$ cat config.mk
export PLATFORM = sky130hd
export DESIGN_NAME = channel_ctrl_status
export DESIGN_NICKNAME = d
export VERILOG_FILES = /design/src/shared/h2c_ctrl_pkg.sv /design/src/rtl/channel_ctrl_status.sv
export SDC_FILE = /design/constraint.sdc
export NUM_CORES = 1
export LEC_CHECK = 0
export BUFFER_PORTS_ARGS = -buffer_cell sky130_fd_sc_hd__buf_2
export CAP_MARGIN = 5
export CELL_PAD_IN_SITES_DETAIL_PLACEMENT = 1
export CELL_PAD_IN_SITES_GLOBAL_PLACEMENT = 1
export CORE_MARGIN = 2
export CORE_UTILIZATION = 40
export DETAILED_ROUTE_END_ITERATION = 10
export HOLD_SLACK_MARGIN = 0.06
export PLACE_DENSITY = 0.81
export SYNTH_ARGS = -nofsm -noshare
export SYNTH_HDL_FRONTEND = slang
export SYNTH_SLANG_ARGS = --single-unit
export TNS_END_PERCENT = 20
$ cat constraint.sdc
create_clock -name clk_sys -period 6.1 [get_ports clk_sys]
set_input_delay 0.61 -clock clk_sys [delete_from_list [all_inputs] [get_ports clk_sys]]
set_output_delay 0.61 -clock clk_sys [all_outputs]
set_load 0.01 [all_outputs]
$ cat src/shared/h2c_ctrl_pkg.sv
/*
  Constants, register map and carrier types for the control and status
  logic of one host_to_card scatter_gather_engine channel.
  Assumes a single 32-bit register port with byte offsets in bits 7:0.
*/
// Summary of operation
// - Writing run bit 0 starts the scatter_gather_engine on descriptors.
// - Clearing run lets the current descriptor finish, then transfer stops.
// - Status bit 0 is read-only busy: 1 active, 0 idle.
// - Fault enable fields 23:19, 18:14, 13:9 enable logging and halt on error.
// - Control bits 6..1 enable logging of the same status flag bits.
// - Bit 26 set writes completed count back after a complete-flagged descriptor.
// - Bit 25 selects non-incrementing read addresses on the read channel only.
// - Bit 27 set disables card_to_host stream writeback; clear keeps it on.
// - Writes at 0x08 set control bits 26:0 where data holds ones.
// - Writes at 0x0C clear control bits 26:0 where data holds ones.
// - Interrupt only when a logged status bit and its mask bit are set.
// - Run set clears status 23:1 except skew; writing 1 clears 23:1.
// - Descriptor fault bits: 4 unexp cpl, 3 poisoned, 2 parity, 1 abort, 0 UR.
// - Write fault bits: 1 slave error, 0 decode error, 4:2 reserved.
// - Read fault field uses the same encoding as the descriptor field.
// - Status bit 6 sets when idle after run cleared, if enabled.
// - Status bit 5 flags a stream descriptor length not multiple of width.
// - Invalid signature stops the engine and, if enabled, sets status bit 4.
// - Status bit 3 flags source and destination misaligned to each other.
// - Status bit 2 sets after a complete-flagged descriptor finishes.
// - Status bit 1 sets, if enabled, after a stop-flagged descriptor finishes.
// - Identifier: code 31:20, target 19:16, stream 15, channel 11:8, version 7:0.
package h2c_ctrl_pkg;

  // ----------------------------------------------------------------
  // Register offsets
  // ----------------------------------------------------------------
  localparam logic [7:0] OFS_IDENT = 8'h00;
  localparam logic [7:0] OFS_CTRL = 8'h04;
  localparam logic [7:0] OFS_CTRL_SET = 8'h08;
  localparam logic [7:0] OFS_CTRL_CLR = 8'h0c;
  localparam logic [7:0] OFS_STAT = 8'h40;
  localparam logic [7:0] OFS_STAT_RC = 8'h44;
  localparam logic [7:0] OFS_DONE_CNT = 8'h48;
  localparam logic [7:0] OFS_ALIGN = 8'h4c;
  localparam logic [7:0] OFS_WB_LO = 8'h88;
  localparam logic [7:0] OFS_WB_HI = 8'h8c;
  localparam logic [7:0] OFS_MASK = 8'h90;
  localparam logic [7:0] OFS_MASK_SET = 8'h94;
  localparam logic [7:0] OFS_MASK_CLR = 8'h98;
  localparam logic [7:0] OFS_PM_CTRL = 8'hc0;
  localparam logic [7:0] OFS_CYC_LO = 8'hc4;
  localparam logic [7:0] OFS_CYC_HI = 8'hc8;
  localparam logic [7:0] OFS_DAT_LO = 8'hcc;
  localparam logic [7:0] OFS_DAT_HI = 8'hd0;

  // ----------------------------------------------------------------
  // Field positions and masks
  // ----------------------------------------------------------------
  localparam int BIT_RUN = 0;
  localparam int BIT_DESC_HALT = 1;
  localparam int BIT_DESC_DONE = 2;
  localparam int BIT_SKEW = 3;
  localparam int BIT_BAD_SIG = 4;
  localparam int BIT_BAD_SIZE = 5;
  localparam int BIT_HALT_IDLE = 6;
  localparam int LSB_RD = 9;
  localparam int LSB_WR = 14;
  localparam int LSB_DESC = 19;
  localparam int BIT_NON_INC = 25;
  localparam int BIT_CNT_WB = 26;
  localparam int BIT_CARD_TO_HOST_WB_OFF = 27;
  localparam logic [31:0] CTRL_MASK = 32'h0eff_fe7f;
  localparam logic [31:0] ALIAS_MASK = 32'h07ff_ffff;
  localparam logic [31:0] STAT_MASK = 32'h00ff_fe7e;
  localparam logic [31:0] RUNCLR_MASK = 32'h00ff_fe76;
  localparam logic [4:0] WR_FAULT_MASK = 5'h03;
  localparam logic [31:0] RESET_WORD = 32'h0000_0000;
  localparam int PM_RUN = 2;
  localparam int PM_CLEAR = 1;
  localparam int PM_AUTO = 0;
  localparam int PM_W = 42;
  localparam int MAXED_BIT = 16;

  // ----------------------------------------------------------------
  // Carriers
  // ----------------------------------------------------------------
  typedef struct packed {
    logic wrEn;
    logic rdEn;
    logic [7:0] addr;
    logic [31:0] wdata;
  } reg_req_t;

  typedef struct packed {
    logic descDone;
    logic descComplete;
    logic descStop;
    logic [4:0] descFault;
    logic [4:0] wrFault;
    logic [4:0] rdFault;
    logic badSize;
    logic badSig;
    logic skew;
    logic beat;
  } eng_evt_t;

  typedef struct packed {
    logic [31:0] ctrl;
    logic [31:0] stat;
    logic [31:0] mask;
    logic [31:0] doneCnt;
    logic [31:0] wbLo;
    logic [31:0] wbHi;
    logic [2:0] pmCtrl;
    logic [PM_W-1:0] cycCnt;
    logic cycMax;
    logic [PM_W-1:0] datCnt;
    logic datMax;
    logic halted;
    logic idlePend;
    logic wbValid;
    logic [31:0] wbCount;
    logic [31:0] rdata;
    logic rvalid;
  } chan_state_t;

endpackage : h2c_ctrl_pkg

$ cat src/rtl/channel_ctrl_status.sv
/*
  Control and status register block of one host_to_card channel: run and
  halt control toward the scatter_gather_engine, status logging, interrupt
  masking, completed-descriptor count writeback and performance counters.
  Assumes the engine reports busy and one-cycle event pulses on clk_sys,
  and the register port is driven synchronously with 32-bit accesses.
*/
module channel_ctrl_status
  import h2c_ctrl_pkg::*;
#(
  parameter logic [11:0] SUBSYS_CODE = 12'h5a5, // Arbitrary value
  parameter logic [3:0] CHAN_TARGET = 4'h0,
  parameter bit IS_STREAM = 1'b0,
  parameter int CHAN_NUM = 0,
  parameter logic [7:0] VERSION_CODE = 8'h10, // Arbitrary value
  parameter logic [7:0] ADDR_ALIGN = 8'h01,
  parameter logic [7:0] LEN_GRAN = 8'h01,
  parameter logic [7:0] ADDR_BITS = 8'h40
) (
  // Clock and reset
  input wire logic clk_sys,
  input wire logic srst,
  // Register port
  input wire reg_req_t regReq,
  output logic [31:0] regRdata,
  output logic regRvalid,
  // Engine side
  input wire logic engBusy,
  input wire eng_evt_t engEvt,
  output logic engRun,
  output logic nonIncMode,
  output logic cardToHostWbOff,
  // Count writeback
  output logic wbValid,
  input wire logic wbReady,
  output logic [63:0] wbAddr,
  output logic [31:0] wbCount,
  // Interrupt request
  output logic irqReq
);

  // ----------------------------------------------------------------
  // Elaboration checks
  // ----------------------------------------------------------------
  if (CHAN_NUM < 0 || CHAN_NUM > 15) begin : g_chan_chk
    $error("CHAN_NUM must fit in four bits");
  end

  localparam logic [3:0] CHAN_ID = 4'(CHAN_NUM);

  // ----------------------------------------------------------------
  // Helpers
  // ----------------------------------------------------------------
  // Plain, set or clear update of a masked word
  function automatic logic [31:0] applyWr(input logic [31:0] old, input logic [31:0] data,
                                          input logic [1:0] mode, input logic [31:0] keep);
    logic [31:0] r;
    r = old;
    case (mode)
      2'd0: r = data & keep;
      2'd1: r = old | (data & keep);
      2'd2: r = old & ~(data & keep);
      default: r = old;
    endcase
    return r;
  endfunction : applyWr

  // Saturating 42-bit counter step
  function automatic logic [PM_W:0] sat(input logic [PM_W-1:0] c, input logic maxed);
    logic [PM_W:0] r;
    r = {maxed, c};
    if (&c) begin
      r = {1'b1, c};
    end else begin
      r = {maxed, c + 1'b1};
    end
    return r;
  endfunction : sat

  chan_state_t s_q, s_d;
  logic [31:0] identWord, statView, loggedEvt;
  logic runRise, runFall;
  logic wrHit, rdHit;
  logic [PM_W:0] cycNext, datNext;

  assign identWord = {SUBSYS_CODE, CHAN_TARGET, IS_STREAM, 3'b000, CHAN_ID, VERSION_CODE};

  // busy is the live engine state
  assign statView = (s_q.stat & STAT_MASK) | {31'd0, engBusy};

  // ----------------------------------------------------------------
  // Event logging
  // ----------------------------------------------------------------
  // per-flag log enables
  // Each event lands only where its enable bit in control is set
  always_comb begin
    loggedEvt = '0;
    loggedEvt[LSB_DESC +: 5] = engEvt.descFault & s_q.ctrl[LSB_DESC +: 5];
    loggedEvt[LSB_WR +: 5] = engEvt.wrFault & WR_FAULT_MASK & s_q.ctrl[LSB_WR +: 5];
    loggedEvt[LSB_RD +: 5] = engEvt.rdFault & s_q.ctrl[LSB_RD +: 5];
    loggedEvt[BIT_BAD_SIZE] = engEvt.badSize & s_q.ctrl[BIT_BAD_SIZE];
    loggedEvt[BIT_BAD_SIG] = engEvt.badSig & s_q.ctrl[BIT_BAD_SIG];
    loggedEvt[BIT_SKEW] = engEvt.skew & s_q.ctrl[BIT_SKEW];
    // done flag, gated by the done enable
    loggedEvt[BIT_DESC_DONE] = engEvt.descDone & engEvt.descComplete & s_q.ctrl[BIT_DESC_DONE];
    loggedEvt[BIT_DESC_HALT] = engEvt.descDone & engEvt.descStop & s_q.ctrl[BIT_DESC_HALT];
    loggedEvt[BIT_HALT_IDLE] = s_q.idlePend & ~engBusy & s_q.ctrl[BIT_HALT_IDLE];
  end

  // Single-cycle strobes; the port never inserts wait states
  assign wrHit = regReq.wrEn;
  assign rdHit = regReq.rdEn;

  // ----------------------------------------------------------------
  // Next state
  // ----------------------------------------------------------------
  always_comb begin
    s_d = s_q;
    s_d.rvalid = 1'b0;
    runRise = '0;
    runFall = '0;

    // Register writes; reserved bits masked off
    if (wrHit) begin
      case (regReq.addr)
        OFS_CTRL: s_d.ctrl = applyWr(s_q.ctrl, regReq.wdata, 2'd0, CTRL_MASK);
        OFS_CTRL_SET: s_d.ctrl = applyWr(s_q.ctrl, regReq.wdata, 2'd1, CTRL_MASK & ALIAS_MASK);
        OFS_CTRL_CLR: s_d.ctrl = applyWr(s_q.ctrl, regReq.wdata, 2'd2, CTRL_MASK & ALIAS_MASK);
        OFS_STAT: s_d.stat = applyWr(s_q.stat, regReq.wdata, 2'd2, STAT_MASK);
        OFS_WB_LO: s_d.wbLo = regReq.wdata;
        OFS_WB_HI: s_d.wbHi = regReq.wdata;
        OFS_MASK: s_d.mask = applyWr(s_q.mask, regReq.wdata, 2'd0, STAT_MASK);
        OFS_MASK_SET: s_d.mask = applyWr(s_q.mask, regReq.wdata, 2'd1, STAT_MASK);
        OFS_MASK_CLR: s_d.mask = applyWr(s_q.mask, regReq.wdata, 2'd2, STAT_MASK);
        OFS_PM_CTRL: begin
          s_d.pmCtrl = {regReq.wdata[PM_RUN], 1'b0, regReq.wdata[PM_AUTO]};
        end
        default: s_d.ctrl = s_q.ctrl; // Unmapped: ignored
      endcase
    end

    // Run edges seen on the word about to be registered
    runRise = s_d.ctrl[BIT_RUN] & ~s_q.ctrl[BIT_RUN];
    runFall = ~s_d.ctrl[BIT_RUN] & s_q.ctrl[BIT_RUN];

    // Register reads, one cycle latency
    if (rdHit) begin
      s_d.rvalid = 1'b1;
      case (regReq.addr)
        OFS_IDENT: s_d.rdata = identWord;
        OFS_CTRL: s_d.rdata = s_q.ctrl;
        OFS_STAT: s_d.rdata = statView;
        OFS_STAT_RC: s_d.rdata = statView;
        OFS_DONE_CNT: s_d.rdata = s_q.doneCnt;
        OFS_ALIGN: s_d.rdata = {8'h00, ADDR_ALIGN, LEN_GRAN, ADDR_BITS};
        OFS_WB_LO: s_d.rdata = s_q.wbLo;
        OFS_WB_HI: s_d.rdata = s_q.wbHi;
        OFS_MASK: s_d.rdata = s_q.mask;
        OFS_PM_CTRL: s_d.rdata = {29'd0, s_q.pmCtrl[PM_RUN], 1'b0, s_q.pmCtrl[PM_AUTO]};
        OFS_CYC_LO: s_d.rdata = s_q.cycCnt[31:0];
        OFS_CYC_HI: s_d.rdata = {15'd0, s_q.cycMax, 6'd0, s_q.cycCnt[PM_W-1:32]};
        OFS_DAT_LO: s_d.rdata = s_q.datCnt[31:0];
        OFS_DAT_HI: s_d.rdata = {15'd0, s_q.datMax, 6'd0, s_q.datCnt[PM_W-1:32]};
        default: s_d.rdata = RESET_WORD; // Write-only and unmapped read zero
      endcase
      // read view clears everything but busy
      if (regReq.addr == OFS_STAT_RC) begin
        s_d.stat = s_d.stat & ~STAT_MASK;
      end
    end

    // run set clears flags except skew
    if (runRise) begin
      s_d.stat = s_d.stat & ~RUNCLR_MASK;
      s_d.doneCnt = '0;
      s_d.halted = 1'b0;
      s_d.idlePend = 1'b0;
    end

    // remember a stop request until the engine idles
    if (runFall) begin
      s_d.idlePend = 1'b1;
    end else if (s_q.idlePend & ~engBusy) begin
      s_d.idlePend = 1'b0;
    end

    // New events win over any clear this cycle
    s_d.stat = s_d.stat | loggedEvt;

    if (|loggedEvt[LSB_DESC +: 5] | |loggedEvt[LSB_WR +: 5] | |loggedEvt[LSB_RD +: 5]) begin
      s_d.halted = 1'b1;
    end
    // bad signature always stops the engine
    if (engEvt.badSig) begin
      s_d.halted = 1'b1;
    end

    // Completed descriptor count
    if (engEvt.descDone) begin
      s_d.doneCnt = s_d.doneCnt + 32'd1;
    end

    if (s_q.wbValid & wbReady) begin
      s_d.wbValid = 1'b0;
    end
    if (engEvt.descDone & engEvt.descComplete & s_q.ctrl[BIT_CNT_WB]) begin
      s_d.wbValid = 1'b1;
      s_d.wbCount = s_d.doneCnt;
    end

    // Performance counters; clear and auto-clear reset both cycle and beat counts
    cycNext = sat(s_q.cycCnt, s_q.cycMax);
    datNext = sat(s_q.datCnt, s_q.datMax);
    if (s_q.pmCtrl[PM_RUN] & s_q.ctrl[BIT_RUN]) begin
      {s_d.cycMax, s_d.cycCnt} = cycNext;
      if (engEvt.beat) begin
        {s_d.datMax, s_d.datCnt} = datNext;
      end
    end
    if (s_q.pmCtrl[PM_AUTO] & engEvt.descDone & engEvt.descStop) begin
      s_d.pmCtrl[PM_RUN] = 1'b0;
    end
    if ((wrHit & (regReq.addr == OFS_PM_CTRL) & regReq.wdata[PM_CLEAR]) |
        (s_q.pmCtrl[PM_AUTO] & runRise)) begin
      s_d.cycCnt = '0;
      s_d.cycMax = 1'b0;
      s_d.datCnt = '0;
      s_d.datMax = 1'b0;
    end
  end

  // ----------------------------------------------------------------
  // State register
  // ----------------------------------------------------------------
  always_ff @(posedge clk_sys) begin
    if (srst) begin
      s_q <= '0;
    end else begin
      s_q <= s_d;
    end
  end

  // ----------------------------------------------------------------
  // Outputs
  // ----------------------------------------------------------------
  // run reaches the engine unless halted
  // dropping run only asks; the engine finishes its descriptor
  assign engRun = s_q.ctrl[BIT_RUN] & ~s_q.halted;
  assign nonIncMode = s_q.ctrl[BIT_NON_INC];
  assign cardToHostWbOff = s_q.ctrl[BIT_CARD_TO_HOST_WB_OFF];
  assign wbValid = s_q.wbValid;
  assign wbAddr = {s_q.wbHi, s_q.wbLo};
  assign wbCount = s_q.wbCount;
  assign regRdata = s_q.rdata;
  assign regRvalid = s_q.rvalid;
  assign irqReq = |(s_q.stat & s_q.mask & STAT_MASK);

  // ----------------------------------------------------------------
  // Assertions
  // ----------------------------------------------------------------
  property p_run_start;
    @(posedge clk_sys) disable iff (srst)
      (wrHit && regReq.addr == OFS_CTRL && regReq.wdata[0] && !s_q.ctrl[0]) |=> engRun;
  endproperty
  a_run_start: assert property (p_run_start) else $error("run write did not start engine");

  property p_busy_view;
    @(posedge clk_sys) disable iff (srst)
      (rdHit && regReq.addr == OFS_STAT) |=> (regRdata[0] == $past(engBusy));
  endproperty
  a_busy_view: assert property (p_busy_view) else $error("busy bit wrong");

  property p_fault_halt;
    @(posedge clk_sys) disable iff (srst)
      (engEvt.rdFault[0] && s_q.ctrl[LSB_RD] && !runRise) |=> (!engRun && s_q.stat[LSB_RD]);
  endproperty
  a_fault_halt: assert property (p_fault_halt) else $error("read fault not halted");

  property p_wr_rsvd;
    @(posedge clk_sys) disable iff (srst)
      (engEvt.wrFault[4:2] != 3'b000) |=> (s_q.stat[LSB_WR+2 +: 3] == 3'b000);
  endproperty
  a_wr_rsvd: assert property (p_wr_rsvd) else $error("reserved write fault bit logged");

  property p_sig_halt;
    @(posedge clk_sys) disable iff (srst)
      engEvt.badSig |=> !engRun;
  endproperty
  a_sig_halt: assert property (p_sig_halt) else $error("bad signature did not stop engine");

  property p_no_log_disabled;
    @(posedge clk_sys) disable iff (srst)
      (!s_q.ctrl[BIT_BAD_SIZE] && !s_q.stat[BIT_BAD_SIZE]) |=> !s_q.stat[BIT_BAD_SIZE];
  endproperty
  a_no_log_disabled: assert property (p_no_log_disabled) else $error("flag set while disabled");

  property p_wb;
    @(posedge clk_sys) disable iff (srst)
      (engEvt.descDone && engEvt.descComplete && s_q.ctrl[BIT_CNT_WB]) |=> wbValid;
  endproperty
  a_wb: assert property (p_wb) else $error("writeback not raised");

  property p_count_wb;
    @(posedge clk_sys) disable iff (srst)
      (engEvt.descDone && engEvt.descComplete && s_q.ctrl[BIT_CNT_WB] && !runRise) |=>
        (wbCount == $past(s_q.doneCnt) + 32'd1);
  endproperty
  a_count_wb: assert property (p_count_wb) else $error("written back count wrong");

  property p_set_alias;
    @(posedge clk_sys) disable iff (srst)
      (wrHit && regReq.addr == OFS_CTRL_SET && regReq.wdata[BIT_NON_INC]) |=> nonIncMode;
  endproperty
  a_set_alias: assert property (p_set_alias) else $error("set alias failed");

  property p_clr_alias;
    @(posedge clk_sys) disable iff (srst)
      (wrHit && regReq.addr == OFS_CTRL_CLR && regReq.wdata[BIT_NON_INC]) |=> !nonIncMode;
  endproperty
  a_clr_alias: assert property (p_clr_alias) else $error("clear alias failed");

  property p_run_drop;
    @(posedge clk_sys) disable iff (srst)
      (wrHit && regReq.addr == OFS_CTRL_CLR && regReq.wdata[BIT_RUN]) |=> !engRun;
  endproperty
  a_run_drop: assert property (p_run_drop) else $error("cleared run still reaches engine");

  property p_irq;
    @(posedge clk_sys) disable iff (srst)
      (|(loggedEvt & s_q.mask) && !wrHit) |=> irqReq;
  endproperty
  a_irq: assert property (p_irq) else $error("masked event gave no interrupt");

  property p_run_clears;
    @(posedge clk_sys) disable iff (srst)
      (runRise && !engEvt.descDone && loggedEvt == '0) |=> (s_q.stat[BIT_DESC_DONE] == 1'b0 && s_q.doneCnt == '0);
  endproperty
  a_run_clears: assert property (p_run_clears) else $error("run set did not clear");

  property p_skew_keep;
    @(posedge clk_sys) disable iff (srst)
      (runRise && s_q.stat[BIT_SKEW] && !rdHit) |=> s_q.stat[BIT_SKEW];
  endproperty
  a_skew_keep: assert property (p_skew_keep) else $error("run set cleared skew flag");

  property p_stat_rc;
    @(posedge clk_sys) disable iff (srst)
      (rdHit && regReq.addr == OFS_STAT_RC && loggedEvt == '0) |=> ((s_q.stat & STAT_MASK) == '0);
  endproperty
  a_stat_rc: assert property (p_stat_rc) else $error("read clear left a flag");

  property p_idle_flag;
    @(posedge clk_sys) disable iff (srst)
      (s_q.idlePend && !engBusy && s_q.ctrl[BIT_HALT_IDLE]) |=> s_q.stat[BIT_HALT_IDLE];
  endproperty
  a_idle_flag: assert property (p_idle_flag) else $error("idle flag missed");

  property p_ident;
    @(posedge clk_sys) disable iff (srst)
      (rdHit && regReq.addr == OFS_IDENT) |=> (regRdata[19:8] == {CHAN_TARGET, IS_STREAM, 3'b000, CHAN_ID});
  endproperty
  a_ident: assert property (p_ident) else $error("identifier wrong");

  property p_reserved;
    @(posedge clk_sys) disable iff (srst)
      (s_q.ctrl & ~CTRL_MASK) == '0;
  endproperty
  a_reserved: assert property (p_reserved) else $error("reserved bit stored");

  c_halt: cover property (@(posedge clk_sys) disable iff (srst) $fell(engRun) && s_q.halted);
  c_wb: cover property (@(posedge clk_sys) disable iff (srst) wbValid && wbReady);
  c_irq: cover property (@(posedge clk_sys) disable iff (srst) $rose(irqReq));
  c_idle: cover property (@(posedge clk_sys) disable iff (srst) $rose(s_q.stat[BIT_HALT_IDLE]));
  c_fault: cover property (@(posedge clk_sys) disable iff (srst) $rose(|s_q.stat[LSB_DESC +: 5]));

endmodule : channel_ctrl_status

# Yosys cells after proc, flatten, opt, wreduce, memory -nomap -nowiden
# Index checks and enable logic that the tools add are counted.
# word_totals
elab_cells,123
ff_bits,348
inputBits,68
out_inout_bits,134
# classes
eq_ne,17
n_addsub,3
muxes,18
n_reduce_logical,24
bitwise_logic,42
# op_table
op,count
$pmux 32 s13,1
$pmux 32 s3,2
$and 32x32->32,3
$mux 32,3
$add 42x1->42 const B,2
$reduce_and 42->1,2
$eq 8x8->1 const B,10
$mux 24,3
$mux 65,1
$or 32x24->32,2
$reduce_and 44->1,1
$reduce_and 43->1,1
$mux 33,1
$add 32x1->32 const B,1
$eq 8x7->1 const B,4
$not 24->32,1
$not 27->32,1
$or 32x27->32,1
$and 24x24->24,1
$or 24x1->24,1
$reduce_or 21->1,1
$and 1x1->1,20
$eq 8x4->1 const B,2
$reduce_or 5->1,3
13 further kinds,36

# Depth between registers and ports, before layout
# logic_depth
depth_word,9
ltp_mapped,19
ltp_nobuf,13

# Worst setup path before layout
# OpenSTA, ideal clock, no wires.
# synth_timing
path_type,in2reg
from,in regReq[39] (netlist bit)
to,"reg s_q, in the netlist wbCount[10]"
arrival_time_ps,3999
setup_ps,101
path_stages,19
required_time_ps,5999
n_path_buf,6
setup_slack_ps,2000
path_cell_list,clkbuf_1 clkbuf_1 nor4_1 clkbuf_1 nand3_1 o21ai_0 a22oi_1 inv_1 ha_1 clkbuf_1 clkbuf_1 nor2b_1 ha_1 nand2_1 nor2_1 clkbuf_1 nand2_1 xor2_1 o41ai_1
# synth_rtl
item,line_no,source
"start, declared",channel_ctrl_status.sv:24,"input wire reg_req_t regReq,"
"end signal, assigned",channel_ctrl_status.sv:237,s_q <= '0;
"end signal, assigned",channel_ctrl_status.sv:239,s_q <= s_d;
"end, declared",channel_ctrl_status.sv:80,"chan_state_t s_q, s_d;"

==> flow_summary.yaml <==
worst_hold_path:
  min_from: "regReq[8]"
  hold_class: "in2reg"
die:
  core_um2: 42000
  die_h_um: 210
  pin_count: 202
  die_area_um2: 44300
  row_count: 75
  start_util_pct: 40.6
  die_x_um: 210
clock_tree:
  insertion_delay_ns: 0.57
  tritoncts: "built"
  cts-root-buf: "clkbuf_16"
  ctsLongestPathBuffers: 3
  post_cts_resized: 0
  clock_sinks: 330
  cts_hold_buf: 0
  cts_setup_buffers: 0
  numCtsBuffers: 38
  h-tree-depth: 2
  path_clk_slew_ns: 0.06
drt:
  wl_um: 73500
  vias: 17800
  drc: 0
  post_drt_wl_per_cell_um: 27.0
  drt-initial-drc-count: 1918
  drt_first_pass_iters: 6
  viasPerCell: 6.52
  drtAntennaViolNets: 0
timing:
  tns_ns: 0
  min_period_ns: 4.96
  slew_headroom_pct: 19.8
  hold_viol: 0
  finalCritPeriodShare_pct: 81.4
  setup_viol: 0
  timing.final.ws_setup_ns: 1.14
  holdWs_ns: 0.313
  report.final.slew_viol_count: 0
  clock.fmax_mhz: 201
  worst_pin_slew_ns: 1.20
  fin_skew_ns: 0.0240
  grt_setup_unrepaired: "no"
synth:
  yosys_warnings: 0
  synth_top_area_share_pct: 38.8
  syn_nets: 2233
  ys_types: 84
  synth_seq_area_share_pct: 38.8
  async_flop_share_pct: 0
  syn_avg_cell_area_um2: 7.89
  synth-edff-count: 0
  ys_ff_latch: 330
  yosys.area.top_type: "dfxtp_1"
  synthCells: 2160
  synth_area_leaders: "dfxtp_1, nand2_1, buf_4"
  synth_top_flop_cell: "dfxtp_1"
  netlist_area_um2: 17000
placed_design:
  dpl.hpwl_um: 54400
  dp_slack_ns: 0.714
  placed_area_um2: 17500
  place_congestion: 1.02
  placed_cells: 2655
  numPortBuffers: 198
worst_setup_path:
  crit_arrival_ns: 5.41
  critPathMaxFanout: 24
  path_buf_inv: 3
  required_ns: 6.54
  cp_top_family: "simple AND/OR/NAND/NOR gates"
  timing.critical_path.cells: "buf_2 -> nor4_2 -> o2111a_1 -> buf_4 -> o21ai_0 -> a22oi_1 -> inv_1 -> ha_1 -> nor2b_1 -> ha_1 -> nand2_1 -> nor2_1 -> nand2_1 -> xor2_1 -> o41ai_1"
  start_kind: "input port"
  end_kind: "flip-flop"
  cp_slowest_stage_delay_ns: 0.75
  r2r-start: "s_q[317]"
  crit_type: "in2reg"
  critPathLaunch: "regReq[37]"
  cpMaxStageDelayCell: "nor2_1"
cells_and_area:
  most-common-layout-cells: "dfxtp_1, nand2_1, buf_2, a21oi_1, nor2_1"
  fin_nets: 2229
  area_growth_pct: 10.9
  layout.area.seq_um2: 6610
  multi_input_area_um2: 8860
  fin_util_pct: 45.0
  finalInstanceArea_um2: 18900
  drive_above_1_share_pct: 16.2
  final_common_cell: "dfxtp_1"
  fill_cells: 5175
  final_cells: 2723
global_routing:
  grt_max_degree: 68
  overflow: 0
  grt_usage_pct: 32.4
  grt_pass1_vias: 17500
  antenna_found_initial: 6
  grt_first_pass_wirelength_um: 110000
pwr:
  p_per_area_nw_per_um2: 259
  power_leakage_nw: 6.44
  p_total_mw: 4.91
  ir_drop_v: 0.000158
job:
  max_cap_viol_count: 0
status:
  status: "finished, final reports clean"
[cell type report]
class	count	share of cell area [%]
diodes	2	0.0265
clock buffers	54	5.99
clock inverters	12	1.28
inverters	18	0.357
multi-input cells	1526	46.8
flip-flops and latches	330	34.9
well taps	539	3.57
repair buffers	242	7.00
[cells in the mapped netlist, types with 7 or more instances]
cell and count:
a211oi_1 9, a21oi_1 187, a222oi_1 9, a22o_1 24
a22oi_1 90, a32oi_1 10, and2_1 19, and3_1 22
and4_1 17, buf_2 21, buf_4 128, clkbuf_1 127
dfxtp_1 330, inv_1 18, mux2_2 8, mux2i_1 16
nand2_1 319, nand2b_1 17, nand3_1 83, nand3b_1 9
nand4_1 55, nor2_1 155, nor2b_1 9, nor3_1 30
nor4_1 22, o211ai_1 11, o21ai_0 118, o21ai_1 7
o22ai_1 15, o31ai_1 32, or3_1 36, or4_1 48
xnor2_1 17, xor2_1 15
[state kept, by name (all words and copies together), names as in the netlist]
signal and flops:
wbCount 32, cardToHostWbOff 1, wbAddr 64, regRdata 32, nonIncMode 1, regRvalid 1, s_q 198, wbValid 1
[per-layer routing]
layer  up-vias  global-route usage [%]  share of wire [%]
met2       926                    50.2                 44
li1       7731                       -                  -
met1      8908                    42.9                 41
met4         4                    17.2                5.3
met3       198                    6.17                9.5
met5         -                       0              0.034
[tightest hold or removal path: stages]
cell     delay (ns)
buf_2          0.11
nand2_1        0.05
a21oi_1        0.05
[power by group]
group | total, mW | internal (mW) | switching [mW]
combinational | 0.198 | 0.0490 | 0.149
sequential | 2.17 | 2.16 | 0.00742
clock | 2.54 | 1.58 | 0.957
total | 4.91 | 3.79 | 1.11
[path summary, 6_finish.rpt]
kind / depth (start not counted) / endpoint / slack (ns)
max: 15 / wbCount[10] / 1.14
min: 3 / wbAddr[40] / 0.31
max reg2reg: 10 / wbCount[10] / 2.29
min reg2reg: 2 / regRdata[26] / 0.45
[cells by family (layout without fill, tap and decap cells)]
logic type	Yosys count	after routing	synth area share, %
AND/OR/NAND/NOR	898	898	26.9
AO/OA/AOI/OAI	567	567	21.0
flip-flops	330	330	38.8
buffers and inverters	304	326	9.88
XOR/XNOR	32	32	1.64
multiplexers	24	24	1.47
adder cells (fa/ha/maj)	5	5	0.367
other	0	2	0
Note: power is estimated with default switching activity, not from simulation.
